==> config.mk <==
export PLATFORM = sky130hd
export DESIGN_NAME = low_voltage_reset_control
export DESIGN_NICKNAME = d
export VERILOG_FILES = /design/src/inc/lvrc_pkg.sv /design/src/hw/low_voltage_reset_control.sv
export VERILOG_INCLUDE_DIRS = /design/src /design/src/inc
export SDC_FILE = /design/constraint.sdc
export NUM_CORES = 1
export LEC_CHECK = 0
export BUFFER_PORTS_ARGS = -buffer_cell sky130_fd_sc_hd__buf_4
export CAP_MARGIN = 20
export CORE_MARGIN = 10
export CORE_UTILIZATION = 58
export CTS_CLUSTER_SIZE = 12
export DETAILED_ROUTE_END_ITERATION = 12
export PLACE_DENSITY = 0.77
export REMOVE_ABC_BUFFERS = 1
export SETUP_SLACK_MARGIN = 0.3
export SYNTH_ARGS = -nofsm -noshare
export SYNTH_HDL_FRONTEND = slang
export SYNTH_SLANG_ARGS = --single-unit
==> constraint.sdc <==
create_clock -name clk -period 2.55 [get_ports clk]
set_input_delay 0.255 -clock clk [delete_from_list [all_inputs] [get_ports clk]]
set_output_delay 0.255 -clock clk [all_outputs]
set_load 0.02 [all_outputs]
==> src/inc/lvrc_defines.svh <==
// register offsets, field positions, reset values and timing counts of the reset controller
`ifndef LVRC_DEFINES_SVH
`define LVRC_DEFINES_SVH

`define ADDR_W              16
`define OFF_RESET_STATUS    16'h1800
`define OFF_FORCE_RESET     16'h1801
`define OFF_OPTIONS_ONE     16'h1802
`define OFF_OPTIONS_TWO     16'h1803
`define OFF_EVENT_STATUS    16'h1804
`define OFF_EVENT_MASK      16'h1805
`define OFF_IDENT_HIGH      16'h1806
`define OFF_IDENT_LOW       16'h1807
`define OFF_POWER_ONE       16'h1809
`define OFF_POWER_TWO       16'h180a

`define SRS_POR_BIT         7
`define SRS_LV_BIT          1
`define SRS_EXT_LSB         3
`define SRS_AFTER_POR       8'h82
`define SRS_AFTER_LV        8'h02

`define FORCE_BIT           0

`define OPT1_STOP_BIT       5
`define OPT1_WMASK          8'he7
`define OPT1_RESET          8'hc2
`define OPT2_WMASK          8'hd3
`define OPT2_RESET          8'h00

`define PM1_FLAG_BIT        7
`define PM1_ACK_BIT         6
`define PM1_WIRQ_BIT        5
`define PM1_DRST_BIT        4
`define PM1_DSTOP_BIT       3
`define PM1_DON_BIT         2
`define PM1_WMASK           8'h3d
`define PM1_RESET           8'h1c

`define PM2_THR_BIT         5
`define PM2_PDF_BIT         3
`define PM2_PDACK_BIT       2
`define PM2_DEEP_BIT        0
`define PM2_WMASK           8'h31
`define PM2_RESET           8'h00

`define EVT_WARN_BIT        0
`define EVT_REFUSE_BIT      1
`define EVT_WAKE_BIT        2
`define EVT_WMASK           8'h07

`define CLK_MHZ             40
`define RST_PULSE_NS        100
`define RST_PULSE_CYC       ((`RST_PULSE_NS * `CLK_MHZ + 999) / 1000)

`endif

==> src/inc/lvrc_pkg.sv <==
// types of the low-voltage reset controller
package lvrc_pkg;

    typedef enum logic [1:0] {
        PH_RUN,
        PH_HOLD_LV,
        PH_PULSE,
        PH_STOP
    } phase_t;

    typedef struct packed {
        logic [15:0] addr;
        logic [7:0]  wdata;
        logic        wr;
        logic        rd;
    } bus_req_t;

    typedef struct packed {
        logic lv_low;
        logic lv_warn;
    } detect_in_t;

    typedef struct packed {
        phase_t     phase;
        logic [3:0] cnt;
        logic [7:0] reset_source_status;
        logic [7:0] opt1;
        logic [7:0] opt2;
        logic [7:0] pm1;
        logic       warn_flag;
        logic [7:0] pm2;
        logic       pdf;
        logic [7:0] evt_sts;
        logic [7:0] evt_msk;
        logic [7:0] rdata;
        logic       sys_reset;
        logic       bus_halt;
        logic       cpu_halt;
        logic       deep_stop;
        logic       det_act;
        logic       thr_sel;
        logic       irq;
    } state_t;

endpackage

==> src/hw/low_voltage_reset_control.sv <==
// reset, stop gating and low-voltage supervision for the system control page
//
// Overview of operation
// (RL1) a stop request enters stop only while stop_allow is set
// (RL2) in stop, bus and processor clocks are both halted
// (RL3) control registers sit in the high page starting at 0x1800
// (RL4) detector runs only while detector_on holds 1
// (RL5) entering stop turns the detector off unless detector_on_in_stop is set
// (RL6) with both detector bits set, deep stop is refused; light stop allowed
// (RL7) after power-on reset, hold reset until supply above low threshold
// (RL8) power-on reset sets power-on and low-voltage source flags
// (RL9) with detector_reset_on set, a low-voltage condition issues system reset
// (RL10) detect_threshold_select picks the detector threshold
// (RL11) after low-voltage reset, hold reset until supply back above threshold
// (RL12) low-voltage source flag set after every low-voltage reset too
// (RL13) warning with warning_irq_on set sets warning_flag and requests interrupt
// (RL14) writing 1 to warning_acknowledge clears warning_flag; it reads zero
// (RL15) reset status shows only latest reset sources and ignores writes
// (RL16) writing 1 to background_force_reset resets; it reads zero
`timescale 1ns/1ps
`default_nettype none
`include "lvrc_defines.svh"

module low_voltage_reset_control
    import lvrc_pkg::*;
#(
    parameter logic [11:0] PART_ID = 12'h5a3  // arbitrary value
) (
    // clock, reset, enable
    input  wire logic       clk,
    input  wire logic       rstn,
    input  wire logic       ce,
    // register port
    input  wire bus_req_t   bus,
    output logic [7:0]      rdata,
    // processor side
    input  wire logic       stop_req,
    input  wire logic       wake,
    input  wire logic [3:0] ext_reset_src,
    // analog detector
    input  wire detect_in_t det,
    // control outputs
    output logic            sys_reset,
    output logic            bus_clk_halt,
    output logic            cpu_clk_halt,
    output logic            deep_stop,
    output logic            detector_active,
    output logic            threshold_sel,
    output logic            irq
);

    state_t st_ff;
    state_t nxt_st;

    function automatic logic hit(input logic [15:0] a, input logic [15:0] off);
        hit = (a == off);
    endfunction

    // control registers return to defaults on every system reset
    function automatic state_t ctl_defaults(input state_t s);
        state_t r;
        r = s;
        r.opt1      = `OPT1_RESET;
        r.opt2      = `OPT2_RESET;
        r.pm1       = `PM1_RESET;
        r.pm2       = `PM2_RESET;
        r.warn_flag = 1'b0;
        r.evt_sts   = 8'h00;
        r.evt_msk   = 8'h00;
        ctl_defaults = r;
    endfunction

    always_comb begin
        logic wr_hit;
        logic stop_ok;
        logic go_deep;
        logic in_stop;
        logic lv_rst;
        logic force_rst;
        logic [7:0] rd_val;
        wr_hit    = 1'b0;
        stop_ok   = 1'b0;
        go_deep   = 1'b0;
        in_stop   = 1'b0;
        lv_rst    = 1'b0;
        force_rst = 1'b0;
        rd_val    = 8'h00;
        nxt_st    = st_ff;

        // register writes
        if (bus.wr) begin
            if (hit(bus.addr, `OFF_OPTIONS_ONE)) begin
                nxt_st.opt1 = bus.wdata & `OPT1_WMASK;
            end
            if (hit(bus.addr, `OFF_OPTIONS_TWO)) begin
                nxt_st.opt2 = bus.wdata & `OPT2_WMASK;
            end
            if (hit(bus.addr, `OFF_POWER_ONE)) begin
                nxt_st.pm1 = bus.wdata & `PM1_WMASK;
                if (bus.wdata[`PM1_ACK_BIT]) begin
                    nxt_st.warn_flag = 1'b0;  // [RL14]
                end
            end
            if (hit(bus.addr, `OFF_POWER_TWO)) begin
                nxt_st.pm2 = bus.wdata & `PM2_WMASK;
                if (bus.wdata[`PM2_PDACK_BIT]) begin
                    nxt_st.pdf = 1'b0;
                end
            end
            if (hit(bus.addr, `OFF_EVENT_STATUS)) begin
                nxt_st.evt_sts = st_ff.evt_sts & ~bus.wdata;
            end
            if (hit(bus.addr, `OFF_EVENT_MASK)) begin
                nxt_st.evt_msk = bus.wdata & `EVT_WMASK;
            end
            // reset status has no write path at all [RL15]
            force_rst = hit(bus.addr, `OFF_FORCE_RESET) & bus.wdata[`FORCE_BIT];  // [RL16]
        end

        // register reads: data stands only in the cycle after the strobe
        if (bus.rd) begin
            case (bus.addr)  // [RL3]
                `OFF_RESET_STATUS: rd_val = st_ff.reset_source_status;
                `OFF_OPTIONS_ONE:  rd_val = st_ff.opt1;
                `OFF_OPTIONS_TWO:  rd_val = st_ff.opt2;
                `OFF_EVENT_STATUS: rd_val = st_ff.evt_sts;
                `OFF_EVENT_MASK:   rd_val = st_ff.evt_msk;
                `OFF_IDENT_HIGH:   rd_val = {4'h0, PART_ID[11:8]};
                `OFF_IDENT_LOW:    rd_val = PART_ID[7:0];
                `OFF_POWER_ONE: begin
                    // acknowledge bit always reads zero [RL14]
                    rd_val = st_ff.pm1;
                    rd_val[`PM1_FLAG_BIT] = st_ff.warn_flag;
                end
                `OFF_POWER_TWO: begin
                    rd_val = st_ff.pm2;
                    rd_val[`PM2_PDF_BIT] = st_ff.pdf;
                end
                // force reset register and unmapped addresses read zero [RL16]
                default: rd_val = 8'h00;
            endcase
        end
        nxt_st.rdata = rd_val;

        // detector gating: off in stop unless told to stay on
        in_stop = (st_ff.phase == PH_STOP);
        nxt_st.det_act = st_ff.pm1[`PM1_DON_BIT]
                       & (~in_stop | st_ff.pm1[`PM1_DSTOP_BIT]);  // [RL4] [RL5]
        nxt_st.thr_sel = st_ff.pm2[`PM2_THR_BIT];  // [RL10]

        // warning: flag only when its interrupt is enabled; set beats ack
        if (st_ff.det_act && det.lv_warn) begin
            nxt_st.evt_sts[`EVT_WARN_BIT] = 1'b1;
            if (st_ff.pm1[`PM1_WIRQ_BIT]) begin
                nxt_st.warn_flag = 1'b1;  // [RL13]
            end
        end

        lv_rst = st_ff.det_act & st_ff.pm1[`PM1_DRST_BIT] & det.lv_low;  // [RL9]

        case (st_ff.phase)
            PH_RUN: begin
                if (stop_req) begin
                    stop_ok = st_ff.opt1[`OPT1_STOP_BIT];  // [RL1]
                    // a running detector in stop rules out the deep mode
                    go_deep = st_ff.pm2[`PM2_DEEP_BIT]
                            & ~(st_ff.pm1[`PM1_DON_BIT]
                            & st_ff.pm1[`PM1_DSTOP_BIT]);  // [RL6]
                    if (!stop_ok || (st_ff.pm2[`PM2_DEEP_BIT] && !go_deep)) begin
                        nxt_st.evt_sts[`EVT_REFUSE_BIT] = 1'b1;
                    end
                    if (stop_ok) begin
                        nxt_st.phase     = PH_STOP;
                        nxt_st.bus_halt  = 1'b1;  // [RL2]
                        nxt_st.cpu_halt  = 1'b1;  // [RL2]
                        nxt_st.deep_stop = go_deep;
                        nxt_st.det_act   = st_ff.pm1[`PM1_DON_BIT]
                                         & st_ff.pm1[`PM1_DSTOP_BIT];  // [RL5]
                    end
                end
            end
            PH_STOP: begin
                if (wake) begin
                    nxt_st.phase     = PH_RUN;
                    nxt_st.bus_halt  = 1'b0;
                    nxt_st.cpu_halt  = 1'b0;
                    nxt_st.deep_stop = 1'b0;
                    nxt_st.evt_sts[`EVT_WAKE_BIT] = 1'b1;
                    if (st_ff.deep_stop) begin
                        nxt_st.pdf = 1'b1;
                    end
                end
            end
            PH_HOLD_LV: begin
                // release only once the supply is back above the threshold
                if (!det.lv_low) begin
                    nxt_st.phase     = PH_RUN;
                    nxt_st.sys_reset = 1'b0;  // [RL7] [RL11]
                end
            end
            PH_PULSE: begin
                if (st_ff.cnt == 4'h0) begin
                    nxt_st.phase     = PH_RUN;
                    nxt_st.sys_reset = 1'b0;
                end else begin
                    nxt_st.cnt = st_ff.cnt - 4'h1;
                end
            end
            default: begin
                nxt_st.phase = PH_RUN;
            end
        endcase

        // reset sources, low voltage first; each one rewrites the status
        if (st_ff.phase != PH_HOLD_LV) begin
            if (lv_rst) begin
                nxt_st = ctl_defaults(nxt_st);
                nxt_st.phase     = PH_HOLD_LV;
                nxt_st.reset_source_status       = `SRS_AFTER_LV;  // [RL12] [RL15]
                nxt_st.sys_reset = 1'b1;  // [RL9]
                nxt_st.det_act   = 1'b1;
            end else if ((|ext_reset_src) || force_rst) begin
                nxt_st = ctl_defaults(nxt_st);
                nxt_st.phase     = PH_PULSE;
                nxt_st.cnt       = 4'(`RST_PULSE_CYC - 1);
                nxt_st.reset_source_status       = {1'b0, ext_reset_src, 3'b000};  // [RL15] [RL16]
                nxt_st.sys_reset = 1'b1;
            end
            if (lv_rst || (|ext_reset_src) || force_rst) begin
                nxt_st.bus_halt  = 1'b0;
                nxt_st.cpu_halt  = 1'b0;
                nxt_st.deep_stop = 1'b0;
                nxt_st.pdf       = 1'b0;
            end
        end

        // one level interrupt from the warning flag and the masked events
        nxt_st.irq = (nxt_st.warn_flag & nxt_st.pm1[`PM1_WIRQ_BIT])
                   | (|(nxt_st.evt_sts & nxt_st.evt_msk));  // [RL13]
    end

    always_ff @(posedge clk or negedge rstn) begin
        if (!rstn) begin
            // power-on: start held in reset with both source flags set
            st_ff           <= '0;
            st_ff.phase     <= PH_HOLD_LV;  // [RL7]
            st_ff.reset_source_status       <= `SRS_AFTER_POR;  // [RL8]
            st_ff.opt1      <= `OPT1_RESET;
            st_ff.opt2      <= `OPT2_RESET;
            st_ff.pm1       <= `PM1_RESET;
            st_ff.pm2       <= `PM2_RESET;
            st_ff.sys_reset <= 1'b1;
            st_ff.det_act   <= 1'b1;
        end else if (ce) begin
            st_ff <= nxt_st;
        end
    end

    assign rdata           = st_ff.rdata;
    assign sys_reset       = st_ff.sys_reset;
    assign bus_clk_halt    = st_ff.bus_halt;
    assign cpu_clk_halt    = st_ff.cpu_halt;
    assign deep_stop       = st_ff.deep_stop;
    assign detector_active = st_ff.det_act;
    assign threshold_sel   = st_ff.thr_sel;
    assign irq             = st_ff.irq;

endmodule

`default_nettype wire

==> impl_summary.log <==
[metrics] overflow left after global routing: 0
[metrics] Syn-to-layout area delta: 18.1%
[metrics] drt via density: 6.35
[metrics] nature of the critical path endpoint: flop
[metrics] Layout Skew: 9.83 ps
[metrics] Cell variety after synth: a little under 60
[metrics] top fanout value on the critical path: 4
[metrics] sequential element share of the synthesized area: 47.5%
[metrics] Top Ports: 52
[metrics] number of cells in the finished layout apart from fillers: 556
[metrics] Final GP Congestion: roughly 1.0
[metrics] Clock Sinks: 75
[metrics] fraction of final layout cells with drive strength greater than 1: approximately 26%
[metrics] Synth Instances: 407
[metrics] clock latency on the worst-skew pair: about 360 ps
[metrics] total CTS buffers: 9
[metrics] worst slew slack as a fraction of its limit: 38.6%
[metrics] detailed-route via count: roughly 3500
[metrics] TritonCTS clock tree: built
[metrics] largest vdd supply drop: between 0.0004 and 0.0005 V
[metrics] kind of launch point of the worst setup path: input pin
[metrics] mux share of post-synthesis cell area: 5.22%
[metrics] most frequent standard cell in the layout excluding fill and tap cells: buf_4
[metrics] Floorplan Core Area: ~6700 um2
[metrics] maximum clock path buffer count: 2
[metrics] worst hold-check path type: input pin to asynchronous set/reset pin
[metrics] commonest non-fill, non-tap cells in the layout: buf_4 (76), dfrtp_1 (64), nand2_1 (50)
[metrics] min cycle time layout: 2110 ps
[metrics] I/O Buffers: 51
[metrics] number of global-route vias before repair: 3475
[metrics] static leakage: 2.17 nW
[metrics] Post-Route WL: 11200 um
[metrics] height of the die: about 100 um
[metrics] horizontal extent of the die: 103 um
[metrics] PnR worst setup slack: 436 ps
[metrics] number of nets with antenna violations after routing: 0
[metrics] antenna violations before repair: 0
[metrics] DP Cell Count: 539
[metrics] number of nets in the final layout: between 500 and 600
[metrics] power per standard cell area: 614 nW/um2
[metrics] Core Util, Final: 69.9%
[metrics] total of cells resized after clock tree synthesis: 0
[metrics] routed wire length per instance: 20.1 um
[metrics] antenna cells: 0
[metrics] Syn. warnings: 0
[metrics] share of the clock period used by the worst path: 82.9%
[metrics] max capacitance violation total: 0
[metrics] count of TritonRoute iterations in the first routing pass: 5
[metrics] setup repair after global routing missed its margin: false
[metrics] main combinational cell family by area after synthesis: compound AO/OA/AOI/OAI gates
[metrics] endpoints failing hold: 0
[metrics] pin count of the biggest net entering global routing: 76
[metrics] run status: complete, no violations
[metrics] fmax: about 0.47 GHz
[metrics] arrival time at the worst endpoint: between 2000 and 2500 ps
[metrics] CTS clk-pin slew, worst paths: 90 ps
[metrics] post-route setup TNS: 0 ps
[metrics] violation count after the first detailed-routing iteration: approximately 270
[metrics] number of endpoints failing setup at the final stage: 0
[metrics] fraction of the mapped netlist area in adder cells: 1.57%
[metrics] total DRC errors in the routed layout: 0
[metrics] share of the synthesized area in compound gates (AO/OA/AOI/OAI): 22.1%
[metrics] first-pass GRT wire length: 18100 um
[metrics] die area: around 11000 um2
[metrics] number of rows in the core area: 30
[metrics] post-placement worst setup slack: -18.7 ps
[metrics] final slew viol count: 0
[metrics] dominant register cell in the synthesized netlist: dfrtp_1
[metrics] Post-synth ARST share: 100%
[metrics] H-Tree Depth: 3
[metrics] HPWL after detailed placement: just over 8000 um
[metrics] simple-gate share of the synthesized area: a little under a fifth
[metrics] Tightest Pin Transition: 921 ps
[metrics] post-synthesis sequential element count: 75
[metrics] critical path required time: 2820 ps
[metrics] Post-synth EDFFs: 0
[metrics] netlist area before placement: slightly below 4000 um2
[metrics] GRT Overall Usage: 22.2%
[metrics] initial core utilization: 59.2%
[metrics] Worst Path Class, Setup: input pin to flop
[metrics] cell chosen for the clock root: clkbuf_8
[metrics] xor and xnor area share after synthesis: 0%
[metrics] synthesized area divided by synthesized cell count: between 9 and 10 um2
## per-layer routing
| metal | GRT usage, % | vias up | share of wire [%] |
|---|---|---|---|
| li1 | - | 1611 | - |
| met1 | 29.3 | 1713 | 43 |
| met2 | 33.4 | 179 | 44 |
| met3 | 5.76 | 27 | 9.1 |
| met4 | 10.8 | 0 | 3.2 |
| met5 | 0 | - | 0 |
## report_power, final
group / switching [mW] / leakage (nW) / internal, mW
clock: 0.499 / 0.0868 / 0.366
combinational: 0.419 / 1.09 / 0.271
sequential: 0.0565 / 0.993 / 1.27
## timing repair
| item | in CTS | in global routing |
|---|---|---|
| hold buffers | 0 | 0 |
| hold endpoints to repair | 0 | 0 |
| buffers inserted | 0 | 1 |
| setup endpoints to repair | 0 | 1 |
## synth_stat cells, types with 10 or more instances
library cell	count	area share (%)
dfstp_2	11	7.3
inv_1	14	1.3
nor2_1	18	1.7
nand3_1	10	1.3
dfrtp_1	64	40
a22o_1	10	2.2
o21ai_0	32	4.0
mux2i_1	14	3.5
and2_1	17	2.7
a21oi_1	25	3.1
nand2_1	50	4.7
clkbuf_1	11	1.0
## worst paths after layout
path                       startpoint           end  slack (ps)  cells past startpoint
max                           bus[17]     st_ff[74]         440                      8
min                              rstn     st_ff[61]          20                      1
max reg2reg                 st_ff[77]  bus_clk_halt         600                      6
min reg2reg                 sys_reset     sys_reset         460                      2
max in group asynchronous        rstn           irq        1920                      1
min in group clk               bus[5]     st_ff[44]         140                      2
## kinds of logic after synthesis
group	after synthesis
AO/OA/AOI/OAI	131
multiplexers	20
AND/OR/NAND/NOR	139
adder cells (fa/ha/maj)	5
flip-flops	75
buffers and inverters	37
## registers in the layout, summed over array words and instances (netlist names)
signal           cells
deep_stop            1
sys_reset            1
bus_clk_halt         1
threshold_sel        1
irq                  1
detector_active      1
cpu_clk_halt         1
st_ff               60
rdata                8
## through the flow
stage | cell area (um2) | total power, mW | hold slack, ps
floorplan | 3840 | 1.72 | -40.6
CTS | 4690 | 2.89 | 58.8
detailed placement | 4510 | 2.03 | 447
global route | 4700 | 3.03 | 88.5
global placement | 4510 | 2.01 | 446
finish | 4700 | 2.88 | 16.8
## cell type report
cell class                 count  area (um2)
tap                           80         100
multi-input combinational    295        1900
fill                         519        2020
sequential                    75        1890
clock buffer                   9         124
inverter                      14        52.6
timing repair buffer          76         571
clock inverter                 7        58.8
## worst max-delay path: stages
cell and delay (ps):
buf_4 110, or4_1 600, nor3_1 250, nand4_1 200, a21oi_1 420, nand2_1 140, and3_1 220, a22oi_1 180
No activity file was read; power rests on OpenSTA's default activity.
